<file path="src/rtl/cidec_map.vh">
// Opcode map, class codes and length kinds of the instruction decoder
// Overview of operation
// - Word/byte add, subtract, with carry; 2/4 bytes
// - Signed/unsigned register multiply, 2 bytes
// - Short and long divide, signed/unsigned, 2 bytes
// - Complement and negate word/byte register, 2 bytes
// - AND, OR, XOR word/byte, 2/4 bytes
// - Bit clear/set 2 bytes; bit pairs 4
// - Masked high/low byte modify, 4 bytes
// - Compare then step register by 1/2
// - Normalize count into register, 2 bytes
// - Shifts, rotates, arithmetic shift right, 2 bytes
// - Moves with sign/zero byte extension, 2/4
// - Bit-test relative jumps, optional bit update, 4
// - Conditional jumps/calls and far jump/call, 4
// - Context switch 4 bytes; push/pop 2
// - Software trap by number, 2 bytes
// - Near, far and interrupt returns, 2 bytes
// - Power-down decodes valid, performs nothing
// - Atomic/register prefixes 2; page/segment 2/4
// - All coprocessor operations are 4 bytes
`ifndef CIDEC_MAP_VH
`define CIDEC_MAP_VH
`define CIDEC_CLS_ARITH           4'h0
`define CIDEC_CLS_MULDIV          4'h1
`define CIDEC_CLS_LOGIC           4'h2
`define CIDEC_CLS_BIT             4'h3
`define CIDEC_CLS_SHIFT           4'h4
`define CIDEC_CLS_MOVE            4'h5
`define CIDEC_CLS_JUMP            4'h6
`define CIDEC_CLS_STACK           4'h7
`define CIDEC_CLS_RETURN          4'h8
`define CIDEC_CLS_SYSTEM          4'h9
`define CIDEC_CLS_PREFIX          4'hA
`define CIDEC_CLS_COPROC          4'hB
`define CIDEC_LEN_NONE            2'h0
`define CIDEC_LEN_4               2'h1
`define CIDEC_LEN_2               2'h2
`define CIDEC_LEN_VAR             2'h3
`define CIDEC_ADDSUB_FIRST        7'h00
`define CIDEC_ADDSUB_LAST         7'h07
`define CIDEC_MULTIPLY_FIRST      7'h08
`define CIDEC_MULTIPLY_LAST       7'h09
`define CIDEC_DIVIDE_FIRST        7'h0A
`define CIDEC_DIVIDE_LAST         7'h0D
`define CIDEC_CPLNEG_FIRST        7'h0E
`define CIDEC_CPLNEG_LAST         7'h11
`define CIDEC_LOGIC_FIRST         7'h12
`define CIDEC_LOGIC_LAST          7'h17
`define CIDEC_BITSC_FIRST         7'h18
`define CIDEC_BITSC_LAST          7'h19
`define CIDEC_BITPAIR_FIRST       7'h1A
`define CIDEC_BITPAIR_LAST        7'h1F
`define CIDEC_BITFIELD_FIRST      7'h20
`define CIDEC_BITFIELD_LAST       7'h21
`define CIDEC_COMPARE_FIRST       7'h22
`define CIDEC_COMPARE_LAST        7'h27
`define CIDEC_NORMALIZE_COUNT_OP  7'h28
`define CIDEC_SHIFT_FIRST         7'h29
`define CIDEC_SHIFT_LAST          7'h2D
`define CIDEC_MOVE_FIRST          7'h2E
`define CIDEC_MOVE_LAST           7'h31
`define CIDEC_BITJUMP_FIRST       7'h32
`define CIDEC_BITJUMP_LAST        7'h35
`define CIDEC_JUMP_FIRST          7'h36
`define CIDEC_JUMP_LAST           7'h3E
`define CIDEC_CONTEXT_SWITCH_OP   7'h3F
`define CIDEC_PUSHPOP_FIRST       7'h40
`define CIDEC_PUSHPOP_LAST        7'h41
`define CIDEC_TRAP_OP             7'h42
`define CIDEC_RETURN_FIRST        7'h43
`define CIDEC_RETURN_LAST         7'h46
`define CIDEC_POWER_DOWN_OP       7'h47
`define CIDEC_SYSCTL_FIRST        7'h48
`define CIDEC_SYSCTL_LAST         7'h4D
`define CIDEC_SHORTSYS_FIRST      7'h4E
`define CIDEC_SHORTSYS_LAST       7'h4F
`define CIDEC_NOP_OP              7'h4F
`define CIDEC_SHORTPFX_FIRST      7'h50
`define CIDEC_SHORTPFX_LAST       7'h51
`define CIDEC_LONGPFX_FIRST       7'h52
`define CIDEC_LONGPFX_LAST        7'h55
`define CIDEC_COPROC_FIRST        7'h56
`define CIDEC_COPROC_LAST         7'h66
`define CIDEC_COPROC_NOP_OP       7'h66
`endif

</file>
<file path="src/rtl/cidec_rom.v">
// Registered lookup table: operation index to validity, length kind and class
`timescale 1ns/10ps
`include "cidec_map.vh"
module cidec_rom (
  input  wire       sys_clk_in,
  input  wire       rst_in,
  input  wire [6:0] addr_in,
  output reg  [6:0] data_out
);

  function rng;
    input [6:0] a;
    input [6:0] lo;
    input [6:0] hi;
    begin
      rng = (a >= lo) && (a <= hi);
    end
  endfunction

  // Entry is {valid, length kind, class}
  function [6:0] entry;
    input [6:0] a;
    begin
      entry = 7'h00;
      if (rng(a, `CIDEC_ADDSUB_FIRST, `CIDEC_ADDSUB_LAST))
        entry = {1'b1, `CIDEC_LEN_VAR, `CIDEC_CLS_ARITH};
      if (rng(a, `CIDEC_MULTIPLY_FIRST, `CIDEC_MULTIPLY_LAST))
        entry = {1'b1, `CIDEC_LEN_2, `CIDEC_CLS_MULDIV};
      if (rng(a, `CIDEC_DIVIDE_FIRST, `CIDEC_DIVIDE_LAST))
        entry = {1'b1, `CIDEC_LEN_2, `CIDEC_CLS_MULDIV};
      if (rng(a, `CIDEC_CPLNEG_FIRST, `CIDEC_CPLNEG_LAST))
        entry = {1'b1, `CIDEC_LEN_2, `CIDEC_CLS_ARITH};
      if (rng(a, `CIDEC_LOGIC_FIRST, `CIDEC_LOGIC_LAST))
        entry = {1'b1, `CIDEC_LEN_VAR, `CIDEC_CLS_LOGIC};
      if (rng(a, `CIDEC_BITSC_FIRST, `CIDEC_BITSC_LAST))
        entry = {1'b1, `CIDEC_LEN_2, `CIDEC_CLS_BIT};
      if (rng(a, `CIDEC_BITPAIR_FIRST, `CIDEC_BITPAIR_LAST))
        entry = {1'b1, `CIDEC_LEN_4, `CIDEC_CLS_BIT};
      if (rng(a, `CIDEC_BITFIELD_FIRST, `CIDEC_BITFIELD_LAST))
        entry = {1'b1, `CIDEC_LEN_4, `CIDEC_CLS_BIT};
      if (rng(a, `CIDEC_COMPARE_FIRST, `CIDEC_COMPARE_LAST))
        entry = {1'b1, `CIDEC_LEN_VAR, `CIDEC_CLS_ARITH};
      if (a == `CIDEC_NORMALIZE_COUNT_OP)
        entry = {1'b1, `CIDEC_LEN_2, `CIDEC_CLS_SHIFT};
      if (rng(a, `CIDEC_SHIFT_FIRST, `CIDEC_SHIFT_LAST))
        entry = {1'b1, `CIDEC_LEN_2, `CIDEC_CLS_SHIFT};
      if (rng(a, `CIDEC_MOVE_FIRST, `CIDEC_MOVE_LAST))
        entry = {1'b1, `CIDEC_LEN_VAR, `CIDEC_CLS_MOVE};
      if (rng(a, `CIDEC_BITJUMP_FIRST, `CIDEC_BITJUMP_LAST))
        entry = {1'b1, `CIDEC_LEN_4, `CIDEC_CLS_JUMP};
      if (rng(a, `CIDEC_JUMP_FIRST, `CIDEC_JUMP_LAST))
        entry = {1'b1, `CIDEC_LEN_4, `CIDEC_CLS_JUMP};
      if (a == `CIDEC_CONTEXT_SWITCH_OP)
        entry = {1'b1, `CIDEC_LEN_4, `CIDEC_CLS_STACK};
      if (rng(a, `CIDEC_PUSHPOP_FIRST, `CIDEC_PUSHPOP_LAST))
        entry = {1'b1, `CIDEC_LEN_2, `CIDEC_CLS_STACK};
      if (a == `CIDEC_TRAP_OP)
        entry = {1'b1, `CIDEC_LEN_2, `CIDEC_CLS_JUMP};
      if (rng(a, `CIDEC_RETURN_FIRST, `CIDEC_RETURN_LAST))
        entry = {1'b1, `CIDEC_LEN_2, `CIDEC_CLS_RETURN};
      if (a == `CIDEC_POWER_DOWN_OP)
        entry = {1'b1, `CIDEC_LEN_4, `CIDEC_CLS_SYSTEM};
      if (rng(a, `CIDEC_SYSCTL_FIRST, `CIDEC_SYSCTL_LAST))
        entry = {1'b1, `CIDEC_LEN_4, `CIDEC_CLS_SYSTEM};
      if (rng(a, `CIDEC_SHORTSYS_FIRST, `CIDEC_SHORTSYS_LAST))
        entry = {1'b1, `CIDEC_LEN_2, `CIDEC_CLS_SYSTEM};
      if (rng(a, `CIDEC_SHORTPFX_FIRST, `CIDEC_SHORTPFX_LAST))
        entry = {1'b1, `CIDEC_LEN_2, `CIDEC_CLS_PREFIX};
      if (rng(a, `CIDEC_LONGPFX_FIRST, `CIDEC_LONGPFX_LAST))
        entry = {1'b1, `CIDEC_LEN_VAR, `CIDEC_CLS_PREFIX};
      if (rng(a, `CIDEC_COPROC_FIRST, `CIDEC_COPROC_LAST))
        entry = {1'b1, `CIDEC_LEN_4, `CIDEC_CLS_COPROC};
    end
  endfunction

  always @(posedge sys_clk_in) begin
    if (rst_in) begin
      data_out <= 7'h00;
    end else begin
      data_out <= entry(addr_in);
    end
  end

endmodule

</file>
<file path="src/rtl/cidec_opnd.v">
// Operand byte store: places trailing code bytes by position
`timescale 1ns/10ps
module cidec_opnd #(
  parameter BYTES = 3
) (
  input  wire               sys_clk_in,
  input  wire               rst_in,
  input  wire               clear_in,
  input  wire               wr_in,
  input  wire [1:0]         idx_in,
  input  wire [7:0]         byte_in,
  output reg  [8*BYTES-1:0] opnd_out
);

  integer i;

  always @(posedge sys_clk_in) begin
    if (rst_in || clear_in) begin
      opnd_out <= {(8*BYTES){1'b0}};
    end else if (wr_in) begin
      for (i = 0; i < BYTES; i = i + 1) begin
        if (idx_in == i[1:0]) begin
          opnd_out[8*i +: 8] <= byte_in;
        end
      end
    end
  end

endmodule

</file>
<file path="src/rtl/cidec_top.v">
// Instruction decoder: class, length, sub-function and operation attributes
`timescale 1ns/10ps
`include "cidec_map.vh"
module cidec_top (
  input  wire        sys_clk_in,
  input  wire        rst_in,
  input  wire [7:0]  code_byte_in,
  input  wire        code_valid_in,
  output wire        code_ready_out,
  input  wire        exec_ready_in,
  output wire        instr_valid_out,
  output reg  [6:0]  instr_op_out,
  output reg  [3:0]  instr_class_out,
  output reg  [3:0]  instr_fn_out,
  output reg         instr_len4_out,
  output wire [23:0] instr_operand_out,
  output reg         instr_illegal_out,
  output reg         instr_no_action_out,
  output reg         instr_byte_out,
  output reg         instr_carry_out,
  output reg         instr_sub_out,
  output reg         instr_signed_out,
  output reg         instr_long_out,
  output reg         instr_high_out,
  output reg  [1:0]  instr_step_out,
  output reg         instr_step_down_out,
  output reg         instr_cond_out,
  output reg         instr_bit_write_out,
  output reg         instr_bit_value_out,
  output reg         instr_far_out,
  output reg         instr_call_out,
  output reg         instr_push_out,
  output reg         instr_pop_out,
  output reg         instr_ext_reg_out,
  output reg         fetch_adv_out,
  output reg         fetch_len4_out
);

  localparam [1:0] S_IDLE = 2'h0;
  localparam [1:0] S_LOOK = 2'h1;
  localparam [1:0] S_COLL = 2'h2;
  localparam [1:0] S_OUT  = 2'h3;

  reg  [1:0] state;
  reg  [6:0] op;
  reg        op_lsb;
  reg  [1:0] idx;
  reg  [1:0] last_idx;
  wire [6:0] rom_data;
  wire       rom_valid;
  wire [1:0] rom_kind;
  wire       take;
  wire       coll_wr;

  reg        next_len4;
  reg        next_ill;
  reg        next_noact;
  reg  [6:0] d;
  reg        next_byte;
  reg        next_carry;
  reg        next_sub;
  reg        next_signed;
  reg        next_long;
  reg        next_high;
  reg  [1:0] next_step;
  reg        next_down;
  reg        next_cond;
  reg        next_bwr;
  reg        next_bval;
  reg        next_far;
  reg        next_call;
  reg        next_push;
  reg        next_pop;
  reg        next_xreg;

  function rng;
    input [6:0] a;
    input [6:0] lo;
    input [6:0] hi;
    begin
      rng = (a >= lo) && (a <= hi);
    end
  endfunction

  assign rom_valid       = rom_data[6];
  assign rom_kind        = rom_data[5:4];
  assign code_ready_out  = (state == S_IDLE) || (state == S_COLL);
  assign take            = code_valid_in && code_ready_out;
  assign coll_wr         = take && (state == S_COLL);
  assign instr_valid_out = (state == S_OUT);

  cidec_rom u_rom (
    .sys_clk_in (sys_clk_in),
    .rst_in     (rst_in),
    .addr_in    (code_byte_in[7:1]),
    .data_out   (rom_data)
  );

  cidec_opnd #(.BYTES(3)) u_opnd (
    .sys_clk_in (sys_clk_in),
    .rst_in     (rst_in),
    .clear_in   (state == S_LOOK),
    .wr_in      (coll_wr),
    .idx_in     (idx),
    .byte_in    (code_byte_in),
    .opnd_out   (instr_operand_out)
  );

  // Length and legality from the lookup entry and the form bit
  always @* begin
    next_ill   = !rom_valid || ((rom_kind != `CIDEC_LEN_VAR) && op_lsb);
    next_len4  = !next_ill && ((rom_kind == `CIDEC_LEN_4) ||
                 ((rom_kind == `CIDEC_LEN_VAR) && op_lsb));
    next_noact = !next_ill && ((op == `CIDEC_POWER_DOWN_OP) ||
                 (op == `CIDEC_NOP_OP) || (op == `CIDEC_COPROC_NOP_OP));
  end

  // Operation attributes by group and position inside the group
  always @* begin
    d           = 7'h00;
    next_byte   = 1'b0;
    next_carry  = 1'b0;
    next_sub    = 1'b0;
    next_signed = 1'b0;
    next_long   = 1'b0;
    next_high   = 1'b0;
    next_step   = 2'h0;
    next_down   = 1'b0;
    next_cond   = 1'b0;
    next_bwr    = 1'b0;
    next_bval   = 1'b0;
    next_far    = 1'b0;
    next_call   = 1'b0;
    next_push   = 1'b0;
    next_pop    = 1'b0;
    next_xreg   = 1'b0;
    if (rng(op, `CIDEC_ADDSUB_FIRST, `CIDEC_ADDSUB_LAST)) begin
      d          = op - `CIDEC_ADDSUB_FIRST;
      next_byte  = d[0];
      next_carry = d[1];
      next_sub   = d[2];
    end else if (rng(op, `CIDEC_MULTIPLY_FIRST, `CIDEC_MULTIPLY_LAST)) begin
      d           = op - `CIDEC_MULTIPLY_FIRST;
      next_signed = !d[0];
    end else if (rng(op, `CIDEC_DIVIDE_FIRST, `CIDEC_DIVIDE_LAST)) begin
      d           = op - `CIDEC_DIVIDE_FIRST;
      next_signed = !d[0];
      next_long   = d[1];
    end else if (rng(op, `CIDEC_CPLNEG_FIRST, `CIDEC_CPLNEG_LAST)) begin
      d         = op - `CIDEC_CPLNEG_FIRST;
      next_byte = d[0];
      next_sub  = d[1];
    end else if (rng(op, `CIDEC_LOGIC_FIRST, `CIDEC_LOGIC_LAST)) begin
      d         = op - `CIDEC_LOGIC_FIRST;
      next_byte = d[0];
    end else if (rng(op, `CIDEC_BITSC_FIRST, `CIDEC_BITSC_LAST)) begin
      d         = op - `CIDEC_BITSC_FIRST;
      next_bwr  = 1'b1;
      next_bval = d[0];
    end else if (rng(op, `CIDEC_BITPAIR_FIRST, `CIDEC_BITPAIR_LAST)) begin
      d = op - `CIDEC_BITPAIR_FIRST;
    end else if (rng(op, `CIDEC_BITFIELD_FIRST, `CIDEC_BITFIELD_LAST)) begin
      d         = op - `CIDEC_BITFIELD_FIRST;
      next_high = !d[0];
    end else if (rng(op, `CIDEC_COMPARE_FIRST, `CIDEC_COMPARE_LAST)) begin
      d         = op - `CIDEC_COMPARE_FIRST;
      next_byte = (d == 7'h01);
      next_sub  = 1'b1;
      if (d >= 7'h02) begin
        next_step = d[0] ? 2'h2 : 2'h1;
        next_down = (d < 7'h04);
      end
    end else if (op == `CIDEC_NORMALIZE_COUNT_OP) begin
      d = 7'h00;
    end else if (rng(op, `CIDEC_SHIFT_FIRST, `CIDEC_SHIFT_LAST)) begin
      d           = op - `CIDEC_SHIFT_FIRST;
      next_signed = (d == 7'h04);
    end else if (rng(op, `CIDEC_MOVE_FIRST, `CIDEC_MOVE_LAST)) begin
      d           = op - `CIDEC_MOVE_FIRST;
      next_byte   = (d != 7'h00);
      next_signed = (d == 7'h02);
    end else if (rng(op, `CIDEC_BITJUMP_FIRST, `CIDEC_BITJUMP_LAST)) begin
      d         = op - `CIDEC_BITJUMP_FIRST;
      next_cond = 1'b1;
      next_bwr  = d[0];
      next_bval = d[1];
    end else if (rng(op, `CIDEC_JUMP_FIRST, `CIDEC_JUMP_LAST)) begin
      d         = op - `CIDEC_JUMP_FIRST;
      next_far  = (d == 7'h03) || (d == 7'h07);
      next_call = (d >= 7'h04);
      next_push = (d == 7'h08);
      next_cond = !next_far && !next_push;
    end else if (op == `CIDEC_CONTEXT_SWITCH_OP) begin
      next_push = 1'b1;
    end else if (rng(op, `CIDEC_PUSHPOP_FIRST, `CIDEC_PUSHPOP_LAST)) begin
      d         = op - `CIDEC_PUSHPOP_FIRST;
      next_push = !d[0];
      next_pop  = d[0];
    end else if (op == `CIDEC_TRAP_OP) begin
      next_call = 1'b1;
    end else if (rng(op, `CIDEC_RETURN_FIRST, `CIDEC_RETURN_LAST)) begin
      d        = op - `CIDEC_RETURN_FIRST;
      next_pop = (d == 7'h01);
      next_far = (d == 7'h02);
    end else if (rng(op, `CIDEC_SYSCTL_FIRST, `CIDEC_SYSCTL_LAST)) begin
      d = op - `CIDEC_SYSCTL_FIRST;
    end else if (rng(op, `CIDEC_SHORTSYS_FIRST, `CIDEC_SHORTSYS_LAST)) begin
      d = op - `CIDEC_SHORTSYS_FIRST;
    end else if (rng(op, `CIDEC_SHORTPFX_FIRST, `CIDEC_SHORTPFX_LAST)) begin
      d         = op - `CIDEC_SHORTPFX_FIRST;
      next_xreg = d[0];
    end else if (rng(op, `CIDEC_LONGPFX_FIRST, `CIDEC_LONGPFX_LAST)) begin
      d         = op - `CIDEC_LONGPFX_FIRST;
      next_xreg = d[0];
      next_far  = d[1];
    end else if (rng(op, `CIDEC_COPROC_FIRST, `CIDEC_COPROC_LAST)) begin
      d = op - `CIDEC_COPROC_FIRST;
    end
  end

  // Sequencer: opcode, lookup, trailing bytes, hand-off
  always @(posedge sys_clk_in) begin
    if (rst_in) begin
      state         <= S_IDLE;
      op            <= 7'h00;
      op_lsb        <= 1'b0;
      idx           <= 2'h0;
      last_idx      <= 2'h0;
      fetch_adv_out <= 1'b0;
    end else begin
      fetch_adv_out <= (state == S_LOOK);
      case (state)
        S_IDLE: begin
          if (take) begin
            op     <= code_byte_in[7:1];
            op_lsb <= code_byte_in[0];
            state  <= S_LOOK;
          end
        end
        S_LOOK: begin
          idx      <= 2'h0;
          last_idx <= next_len4 ? 2'h2 : 2'h0;
          state    <= S_COLL;
        end
        S_COLL: begin
          if (take) begin
            idx <= idx + 2'h1;
            if (idx == last_idx) begin
              state <= S_OUT;
            end
          end
        end
        S_OUT: begin
          if (exec_ready_in) begin
            state <= S_IDLE;
          end
        end
        default: begin
          state <= S_IDLE;
        end
      endcase
    end
  end

  // Decoded fields, captured once the lookup entry is ready
  always @(posedge sys_clk_in) begin
    if (rst_in) begin
      instr_op_out        <= 7'h00;
      instr_class_out     <= 4'h0;
      instr_fn_out        <= 4'h0;
      instr_len4_out      <= 1'b0;
      instr_illegal_out   <= 1'b0;
      instr_no_action_out <= 1'b0;
      instr_byte_out      <= 1'b0;
      instr_carry_out     <= 1'b0;
      instr_sub_out       <= 1'b0;
      instr_signed_out    <= 1'b0;
      instr_long_out      <= 1'b0;
      instr_high_out      <= 1'b0;
      instr_step_out      <= 2'h0;
      instr_step_down_out <= 1'b0;
      instr_cond_out      <= 1'b0;
      instr_bit_write_out <= 1'b0;
      instr_bit_value_out <= 1'b0;
      instr_far_out       <= 1'b0;
      instr_call_out      <= 1'b0;
      instr_push_out      <= 1'b0;
      instr_pop_out       <= 1'b0;
      instr_ext_reg_out   <= 1'b0;
      fetch_len4_out      <= 1'b0;
    end else if (state == S_LOOK) begin
      instr_op_out        <= op;
      instr_class_out     <= next_ill ? 4'h0 : rom_data[3:0];
      instr_fn_out        <= next_ill ? 4'h0 : d[3:0];
      instr_len4_out      <= next_len4;
      fetch_len4_out      <= next_len4;
      instr_illegal_out   <= next_ill;
      instr_no_action_out <= next_noact;
      instr_byte_out      <= next_byte && !next_ill;
      instr_carry_out     <= next_carry && !next_ill;
      instr_sub_out       <= next_sub && !next_ill;
      instr_signed_out    <= next_signed && !next_ill;
      instr_long_out      <= next_long && !next_ill;
      instr_high_out      <= next_high && !next_ill;
      instr_step_out      <= next_ill ? 2'h0 : next_step;
      instr_step_down_out <= next_down && !next_ill;
      instr_cond_out      <= next_cond && !next_ill;
      instr_bit_write_out <= next_bwr && !next_ill;
      instr_bit_value_out <= next_bval && !next_ill;
      instr_far_out       <= next_far && !next_ill;
      instr_call_out      <= next_call && !next_ill;
      instr_push_out      <= next_push && !next_ill;
      instr_pop_out       <= next_pop && !next_ill;
      instr_ext_reg_out   <= next_xreg && !next_ill;
    end
  end

endmodule

</file>
<file path="config.mk">
export PLATFORM = sky130hd
export DESIGN_NAME = cidec_top
export DESIGN_NICKNAME = d
export VERILOG_FILES = /design/src/rtl/cidec_rom.v /design/src/rtl/cidec_opnd.v /design/src/rtl/cidec_top.v
export VERILOG_INCLUDE_DIRS = /design/src /design/src/rtl
export SDC_FILE = /design/constraint.sdc
export NUM_CORES = 1
export LEC_CHECK = 0
export BUFFER_PORTS_ARGS = -buffer_cell sky130_fd_sc_hd__buf_2
export CAP_MARGIN = 10
export CORE_MARGIN = 2
export CORE_UTILIZATION = 55
export CTS_CLUSTER_DIAMETER = 100
export CTS_CLUSTER_SIZE = 40
export DETAILED_ROUTE_END_ITERATION = 7
export PLACE_DENSITY = 0.81
export SLEW_MARGIN = 20
export SYNTH_ARGS = -nofsm -noshare
export SYNTH_HDL_FRONTEND = slang
export SYNTH_SLANG_ARGS = --single-unit
</file>
<file path="constraint.sdc">
create_clock -name sys_clk_in -period 7.9 [get_ports sys_clk_in]
set_clock_uncertainty 0.2 [all_clocks]
set_input_delay 1.975 -clock sys_clk_in [delete_from_list [all_inputs] [get_ports sys_clk_in]]
set_output_delay 1.975 -clock sys_clk_in [all_outputs]
set_load 0.05 [all_outputs]
</file>
==> flow_metrics.env, run 1 <==
export IMPL_io_buffers=74
export IMPL_pwr_density_cell_nw_per_um2=241.5
export IMPL_synthesis_area_um2=4945
export IMPL_p_leak_nw=2.141
export IMPL_rr_endpoint="instr_byte_out"
export IMPL_hold_depth=1
export IMPL_cts_sinks=79
export IMPL_slew_headroom_pct=28.54
export IMPL_finalHoldViolations=0
export IMPL_grt_antenna_before_repair=0
export IMPL_clockRootBuffer="clkbuf_8"
export IMPL_grt_max_degree=31
export IMPL_fmax_mhz=254.6
export IMPL_cts_buffer_depth=2
export IMPL_status="completed"
export IMPL_place_congestion=1.025
export IMPL_postCtsHoldBufs=0
export IMPL_post_drt_wl_per_cell_um=17.98
export IMPL_start_kind="flop"
export IMPL_r2r_slack_ns=3.97
export IMPL_async_flop_share_pct=0
export IMPL_synth_top_area_share_pct=31.98
export IMPL_peakVddDrop_v=0.0002546
export IMPL_die_width_um=98.82
export IMPL_synth_edf_count=0
export IMPL_required_ns=7.94
export IMPL_syn_inst=648
export IMPL_ys_ff_latch=79
export IMPL_drive_above_1_share_pct=16.52
export IMPL_cap_violations=0
export IMPL_worst_pin_slew_ns=1.070
export IMPL_ant_nets=0
export IMPL_grt_first_pass_wirelength_mm=23.78
export IMPL_cts_resized=0
export IMPL_vias=5121
export IMPL_grt_overflow=0
export IMPL_syn_nets=680
export IMPL_fin_crit_sh_pct=49.72
export IMPL_core_um2=8721
export IMPL_finalSetupTns_ns=0
export IMPL_final_cell_area_um2=5444
export IMPL_cts_inserted_buffers=9
export IMPL_crit_arrival_ns=3.97
export IMPL_crit_fanout=21
export IMPL_min_to="instr_class_out[3]"
export IMPL_path_class="reg -> reg"
export IMPL_grt_pass1_vias=4737
export IMPL_hpwl_mm=10.24
export IMPL_clock_latency_ns=0.35
export IMPL_drc=0
export IMPL_post_cts_buffers=0
export IMPL_holdCritStartpoint="u_rom.data_out[3]"
export IMPL_r2r_start="op[1]"
export IMPL_synth_area_leaders="dfxtp_1, a21oi_1, nand2_1, ha_1, nand3_1"
export IMPL_slew_viol_final=0
export IMPL_synth_flop_cell="dfxtp_1"
export IMPL_hold_path_class="reg -> reg"
export IMPL_diodes=0
export IMPL_drtIter0Drc=444
export IMPL_wirelength_mm=14.35
export IMPL_initial_core_util_pct=56.70
export IMPL_place_area_um2=5248
export IMPL_dieArea_um2=9764
export IMPL_setup_violations=0
export IMPL_yosysSeqAreaShare_pct=31.98
export IMPL_io_pins=75
export IMPL_die_h_um=98.82
export IMPL_grt_usage_pct=29.72
export IMPL_fp_row_count=34
export IMPL_clkTransAtPathRegs_ns=0.09
export IMPL_via_per_inst=6.417
export IMPL_nets=717
export IMPL_ys_types=72
export IMPL_htree_num_levels=3
export IMPL_synth_warnings=0
export IMPL_period_needed_ns=3.928
export IMPL_firstDrtPassIters=5
export IMPL_syn_avg_cell_area_um2=7.631
export IMPL_end_kind="flop"
export IMPL_cts_tree="built"
export IMPL_final_util_pct=62.42
export IMPL_synth_area_leader_cell="dfxtp_1"
export IMPL_r2r_cells=8
export IMPL_area_growth_pct=10.10
export IMPL_rsz0062_at_grt="no"
[registers in the layout (all words and copies together) (netlist names), 2 cells and up]
signal	flops
instr_step_out	2
instr_op_out	7
instr_fn_out	4
idx	2
instr_class_out	4
u_rom.data_out	7
u_opnd.opnd_out	24
state	2
op	7
[cell usage after synthesis, types with 3 or more instances]
cell,instances
nand2_1,84
dfxtp_1,79
a21oi_1,74
nand3_1,48
nor2_1,42
clkbuf_1,32
o21ai_0,27
ha_1,20
nand2b_1,18
nor3_1,14
inv_1,13
a22o_1,11
a31oi_1,11
buf_2,11
mux2i_1,11
and3_1,10
nor2b_1,10
nand4_1,8
a32o_1,7
or3_1,7
o211ai_1,6
o31ai_1,6
a21o_1,5
or2_2,5
and2_1,4
buf_1,4
nor3b_1,4
o22ai_1,4
a211oi_1,3
a221oi_1,3
a22oi_1,3
a32oi_1,3
nand3b_1,3
o2111ai_1,3
o21ai_1,3
xnor2_1,3
xor2_1,3
[report_power, final]
part           internal [mW]  switching, mW  total [mW]
Combinational          0.162          0.376       0.538
Sequential             0.428         0.0505       0.478
Clock                  0.125          0.174       0.299
Total                  0.714          0.601        1.31
[cells in the final DEF (no fill, tap or decap), drive strengths merged, types with 8 or more instances in the layout]
| cell type | instances |
|---|---|
| a31oi | 11 |
| buf | 77 |
| nor2b | 10 |
| nand2b | 19 |
| nand4 | 8 |
| inv | 18 |
| nand2 | 84 |
| nor3 | 15 |
| and3 | 11 |
| mux2i | 11 |
| nor2 | 42 |
| a21oi | 75 |
| dfxtp | 79 |
| a22o | 11 |
| clkbuf | 9 |
| ha | 20 |
| nand3 | 48 |
| o21ai | 32 |
[worst max path at each step]
stage	cells past startpoint	start	to
after floorplan	7	rst_in	instr_fn_out[2]
after global placement	8	rst_in	instr_fn_out[2]
after detailed placement	8	rst_in	instr_fn_out[2]
after CTS	5	state[0]	code_ready_out
after global routing	9	op[1]	instr_fn_out[2]
final	8	op[1]	instr_byte_out
[critical path: stages, from the launching register on]
cell and delay, ns:
dfxtp_1 0.92, inv_1 0.49, ha_1 0.49, a21boi_2 0.26
a221oi_1 0.69, nor2_1 0.16, o311ai_1 0.16, a31oi_1 0.15
a221o_1 0.28
[stage by stage]
stage	worst slack [ns]	hold slack, ns	std cells	total power, mW
after floorplan	4.431	0.2198	648	0.8882
after global placement	3.833	0.2231	782	0.9959
after detailed placement	3.784	0.2248	782	1.010
after CTS	4.113	0.2458	798	1.305
after global routing	3.842	0.2712	798	1.391
final	3.972	0.2464	798	1.315
[layout make-up]
class	instances	area [um^2]
inverter	13	48.80
sequential	79	1582
timing repair buffer	77	392.9
tap	108	135.1
clock buffer	9	123.9
multi-input combinational	505	3089
fill	801	3277
clock inverter	7	72.57
[routing by layer]
metal  track usage, %  share of wire (%)  vias up  routed length (um)
met3            5.461                9.3       33                1337
met4            10.75                2.0        0                 287
li1                 -                  -     2425                   -
met1            42.12                 43     2386                6207
met5                0                  0        -                   0
met2            45.27                 45      277                6518
[cells by family (layout without fill, tap and decap cells)]
family / after synthesis / in the layout / share of synthesized area (%)
compound gates: 198 / 198 / 26.52
xor+xnor: 6 / 6 / 1.063
fa+ha+maj: 20 / 20 / 5.061
buf+inv: 64 / 106 / 5.592
flops: 79 / 79 / 31.98
mux: 12 / 12 / 2.455
simple gates: 269 / 269 / 27.33
No activity file was read; power rests on OpenSTA's default activity.
==> inputs of run 2 (changes only) <==
- clock period: 7.9 -> 3.9 ns (I/O delays scaled with it)
==> run 2 against run 1 <==
Effect of this change:
- setup slack got worse by 3.1 ns
- die area stayed put
- total power rose by 110%
- sequential share of layout area decreased by 0.54 points
- clock-buffer cell count unchanged
- first-iteration DRC count rose by 30%
- wire length up 6.1%
- combinational power increased by 120%
- cell count rose by 1.5%
- clock power increased by 120%
- sequential power increased by 95%
- via count grew 0.59%
- highest routed layer unchanged
==> flow_metrics.env, run 2 (same netlist as run 1, synthesis figures left out) <==
export IMPL_worst_path_buf_inv=3
export IMPL_required_ns=3.98
export IMPL_post_drt_wl_per_cell_um=18.79
export IMPL_postCtsHoldBufs=0
export IMPL_cap_violations=0
export IMPL_grt_overflow=0
export IMPL_crit_arrival_ns=3.13
export IMPL_cts_resized=0
export IMPL_rsz0062_at_grt="no"
export IMPL_grt_antenna_before_repair=0
export IMPL_final_common_cell="nand2_1"
export IMPL_diodes=0
export IMPL_cts_inserted_buffers=9
export IMPL_finalNonFillerCells=810
export IMPL_end_kind="flop"
export IMPL_status="completed"
export IMPL_clockRootBuffer="clkbuf_8"
export IMPL_timing_hold_ws_ns=0.2418
export IMPL_hold_path_class="reg -> reg"
export IMPL_post_cts_buffers=0
export IMPL_drtIter0Drc=579
export IMPL_finalSetupTns_ns=0
export IMPL_p_leak_nw=2.209
export IMPL_cts_buffer_depth=2
export IMPL_slew_headroom_pct=53.56
export IMPL_slew_viol_final=0
export IMPL_core_um2=8721
export IMPL_grt_pass1_vias=4588
export IMPL_via_per_inst=6.359
export IMPL_cts_sinks=79
export IMPL_worst_pin_slew_ns=0.6966
export IMPL_clkTransAtPathRegs_ns=0.09
export IMPL_htree_num_levels=3
export IMPL_die_h_um=98.82
export IMPL_crit_path_frequent_cell="buf_4"
export IMPL_wirelength_mm=15.22
export IMPL_vias=5151
export IMPL_path_delay_family="simple AND/OR/NAND/NOR gates"
export IMPL_grt_usage_pct=30.36
export IMPL_period_needed_ns=3.054
export IMPL_area_sequential_um2=1582
export IMPL_area_growth_pct=12.20
export IMPL_multiInputGateArea_um2=3089
export IMPL_clock_latency_ns=0.35
export IMPL_dp_cells=794
export IMPL_crit_fanout=11
export IMPL_largest_reg_flops=24
export IMPL_dieArea_um2=9764
export IMPL_worstPathCellList="buf_4 > inv_1 > buf_4 > ha_1 > nand2_1 > a22oi_4 > and3_4 > nor3_1 > or3_1 > a211o_1 > a32oi_1"
export IMPL_max_stage_delay_ns=0.36
export IMPL_finalHoldViolations=0
export IMPL_setup_violations=0
export IMPL_fp_row_count=34
export IMPL_io_pins=75
export IMPL_place_congestion=0.9814
export IMPL_die_width_um=98.82
export IMPL_start_kind="flop"
export IMPL_regMostFlops="u_opnd.opnd_out"
export IMPL_ant_nets=0
export IMPL_dp_slack_ns=0.6923
export IMPL_firstDrtPassIters=5
export IMPL_path_class="reg -> reg"
export IMPL_peakVddDrop_v=0.0005278
export IMPL_fin_crit_sh_pct=78.31
export IMPL_cts_tree="built"
export IMPL_grt_first_pass_wirelength_mm=24.07
export IMPL_pwr_density_cell_nw_per_um2=496.3
export IMPL_fmax_mhz=327.4
export IMPL_drc=0
export IMPL_critPathSlowestCell="a22oi_4"
export IMPL_hpwl_mm=11.00
export IMPL_layout_common_cells="nand2_1, dfxtp_1, a21oi_1, buf_2, nand3_1"
export IMPL_initial_core_util_pct=56.70
export IMPL_grt_max_degree=30
export IMPL_drive_above_1_share_pct=17.95
export IMPL_nets=729
export IMPL_worst_slack_ns=0.8460
export IMPL_fillers=779
export IMPL_io_buffers=74
==> run 2: cell count changes in the layout (fill, tap and decap cells not counted), sizes merged <==
cell / previous run / this run
buf: 77 / 89
inv: 18 / 17
bufinv: 0 / 1
==> run 2: per-layer routing <==
metal,GRT usage [%],share of wire (%),up-vias
met5,0,0,-
met2,45.48,44,315
li1,-,-,2441
met3,5.603,10,34
met1,43.92,43,2361
met4,10.43,2.8,0
==> run 2: power breakdown <==
group | switching [mW] | leakage, nW | total [mW] | internal, mW
clock | 0.346 | 0.104 | 0.656 | 0.311
sequential | 0.0676 | 0.640 | 0.934 | 0.867
combinational | 0.813 | 1.47 | 1.16 | 0.350
total | 1.23 | 2.21 | 2.75 | 1.53
==> run 2: layout make-up <==
type                    instances  share of cell area (%)
well taps                     108                   2.436
clock inverters                 7                   1.556
multi-input cells             505                   55.68
flip-flops and latches         79                   28.51
repair buffers                 89                   8.705
clock buffers                   9                   2.233
inverters                      13                  0.8796
==> run 2: metrics by stage <==
stage | instance area (um^2) | power (mW) | utilization (%)
after floorplan | 4945 | 1.799 | -
after global placement | 5338 | 2.072 | 61.21
after detailed placement | 5338 | 2.083 | 61.21
after CTS | 5548 | 2.734 | 63.62
after global routing | 5548 | 2.893 | 63.62
final | 5548 | 2.753 | 63.62
==> run 2: worst paths after layout <==
kind / start / slack (ns) / depth (start not counted) / endpoint
worst min register to register: u_rom.data_out[1] / 0.24 / 1 / instr_class_out[1]
worst max-delay path: op[1] / 0.85 / 11 / instr_fn_out[1]
worst max register to register: op[1] / 0.85 / 11 / instr_fn_out[1]
worst min-delay path: u_rom.data_out[1] / 0.24 / 1 / instr_class_out[1]
==> inputs of run 3 (changes only) <==
- ABC_AREA: default -> 1
- CORE_UTILIZATION: 55 -> 52
- clock period: 3.9 -> 2.59 ns (I/O delays scaled with it)
==> run 3 against run 2 <==
Effect of this change:
- the flow now finishes with violations (setup timing)
- clock-buffer cell count unchanged
- global-route usage increased by 3.8 points
- cell count increased by 39%
- combinational power increased to 3.6 times the previous value
- area after synthesis increased by 3.5%
- die area increased by 9.1%
- cell area increased by 29%
- first-iteration DRC count increased by 19%
- sequential power increased by 58%
- fmax increased by 6.9%
- core utilization increased by 10 points
- synthesized cell count increased by 22%
- critical endpoint is now instr_fn_out[2]
==> flow_metrics.env, run 3 <==
export IMPL_hold_path_class="reg -> reg"
export IMPL_cts_sinks=79
export IMPL_largest_reg_flops=24
export IMPL_slew_headroom_pct=69.35
export IMPL_synth_area_leaders="dfxtp_1, nand2_1, inv_1, a21oi_1, nor2_1"
export IMPL_finalSetupTns_ns=-1.003
export IMPL_ys_ff_latch=79
export IMPL_cts_inserted_buffers=9
export IMPL_crit_path_frequent_cell="nand2_1"
export IMPL_via_per_inst=5.736
export IMPL_cts_tree="built"
export IMPL_synth_top_area_share_pct=30.90
export IMPL_ys_types=47
export IMPL_drtIter0Drc=689
export IMPL_fmax_mhz=350.1
export IMPL_r2r_slack_ns=-0.27
export IMPL_synth_commonest_cells="nand2_1, inv_1, nor2_1"
export IMPL_grt_overflow=0
export IMPL_firstDrtPassIters=6
export IMPL_path_class="reg -> reg"
export IMPL_end_kind="flop"
export IMPL_max_stage_delay_ns=0.48
export IMPL_fin_crit_sh_pct=110.3
export IMPL_dp_cells=1092
export IMPL_pwr_density_cell_nw_per_um2=913.3
export IMPL_finalNonFillerCells=1127
export IMPL_synth_warnings=0
export IMPL_r2r_cells=25
export IMPL_worstSetupPathDepth=25
export IMPL_nets=1020
export IMPL_layout_common_cells="nand2_1, buf_4, inv_1"
export IMPL_worst_slack_ns=-0.2662
export IMPL_final_common_cell="nand2_1"
export IMPL_start_kind="flop"
export IMPL_setup_violations=11
export IMPL_grt_usage_pct=34.16
export IMPL_dieArea_um2=10650
export IMPL_grt_first_pass_wirelength_mm=28.46
export IMPL_initial_core_util_pct=52.86
export IMPL_regMostFlops="u_opnd.opnd_out"
export IMPL_violations="setup timing"
export IMPL_place_congestion=1.098
export IMPL_post_drt_wl_per_cell_um=16.90
export IMPL_critPathSlowestCell="dfxtp_4"
export IMPL_peakVddDrop_v=0.0004311
export IMPL_yosysSeqAreaShare_pct=30.90
export IMPL_clockRootBuffer="clkbuf_8"
export IMPL_cts_buffer_depth=2
export IMPL_yosys_cell_count_top_type="nand2_1"
export IMPL_area_growth_pct=40.21
export IMPL_htree_num_levels=3
export IMPL_die_width_um=103.2
export IMPL_synth_edf_count=0
export IMPL_grt_antenna_before_repair=1
export IMPL_cap_violations=0
export IMPL_final_util_pct=74.11
export IMPL_worst_pin_slew_ns=0.4590
export IMPL_drc=0
export IMPL_ant_nets=0
export IMPL_dp_slack_ns=-0.1531
export IMPL_clock_latency_ns=0.38
export IMPL_period_needed_ns=2.856
export IMPL_required_ns=2.72
export IMPL_multiInputGateArea_um2=3308
export IMPL_rsz0062_at_grt="yes"
export IMPL_synthesis_area_um2=5119
export IMPL_crit_fanout=7
export IMPL_async_flop_share_pct=0
export IMPL_fp_row_count=36
export IMPL_synth_area_leader_cell="dfxtp_1"
export IMPL_drive_above_1_share_pct=33.03
export IMPL_timing_hold_ws_ns=0.2495
export IMPL_io_pins=75
export IMPL_vias=6465
export IMPL_io_buffers=74
export IMPL_path_delay_family="simple AND/OR/NAND/NOR gates"
export IMPL_hpwl_mm=13.31
export IMPL_hold_depth=1
export IMPL_p_leak_nw=3.418
export IMPL_syn_avg_cell_area_um2=6.488
export IMPL_status="complete, but fails checks"
export IMPL_grt_pass1_vias=5909
export IMPL_syn_inst=789
export IMPL_worst_path_buf_inv=4
export IMPL_area_sequential_um2=1595
export IMPL_crit_arrival_ns=2.98
export IMPL_die_h_um=103.2
export IMPL_clkTransAtPathRegs_ns=0.10
export IMPL_wirelength_mm=19.05
export IMPL_core_um2=9684
export IMPL_syn_nets=821
export IMPL_finalHoldViolations=0
export IMPL_slew_viol_final=0
export IMPL_grt_max_degree=26
export IMPL_synth_flop_cell="dfxtp_1"
export IMPL_fillers=734
run 3: changes by cell type after synthesis, sizes merged, moves of 11 or more:
cell    change
inv        +89
clkbuf     -12
mux2i      -11
nor2       +44
o21ai      +28
nand2b     -19
and3       -11
a21oi      -13
nand2     +111
run 3: cells by family after synthesis:
group | Yosys count | synth area share [%]
XOR/XNOR | 5 | 0.8555
adder cells (fa/ha/maj) | 20 | 4.889
AO/OA/AOI/OAI | 188 | 22.17
buffers and inverters | 137 | 11.46
AND/OR/NAND/NOR | 360 | 29.72
flip-flops | 79 | 30.90
run 3: area by class of cell:
class,instances,share of cell area (%)
multi-input combinational,573,46.09
timing repair buffer,221,20.69
tap,133,2.319
clock buffer,9,1.726
antenna,1,0.03487
sequential,79,22.23
inverter,104,5.858
clock inverter,7,1.046
run 3: final timing paths:
path | from | to
max reg2reg | op[1] | instr_fn_out[2]
max | op[1] | instr_fn_out[2]
min reg2reg | u_rom.data_out[3] | instr_class_out[3]
min | u_rom.data_out[3] | instr_class_out[3]
run 3: timing repair:
action                                  in CTS  in global routing
pin swaps                                   23                 19
setup buffers                               14                  5
endpoints found under the setup margin      11                 14
resized for setup                           59                 45
hold buffers                                 0                  0
run 3: metrics by stage:
stage / cell area [um^2] / power [mW]
after floorplan: 5130 / 3.550
after global placement: 6444 / 4.901
final: 7177 / 6.554
after global routing: 7174 / 6.916
after CTS: 6979 / 6.152
after detailed placement: 6444 / 4.930
run 3: metal layers:
layer / GRT usage, % / up-vias / routed length, um / part of all wire, %
li1: - / 3031 / - / -
met1: 42.03 / 2873 / 7172 / 38
met2: 56.79 / 450 / 9003 / 47
met3: 6.250 / 111 / 1806 / 9.5
met4: 18.22 / 0 / 1066 / 5.6
met5: 0 / - / 0 / 0
run 3: where the power goes:
group	internal, mW	leakage (nW)	switching (mW)
combinational	1.61	2.68	2.53
clock	0.381	0.0986	0.561
sequential	1.35	0.645	0.134
total	3.33	3.42	3.22
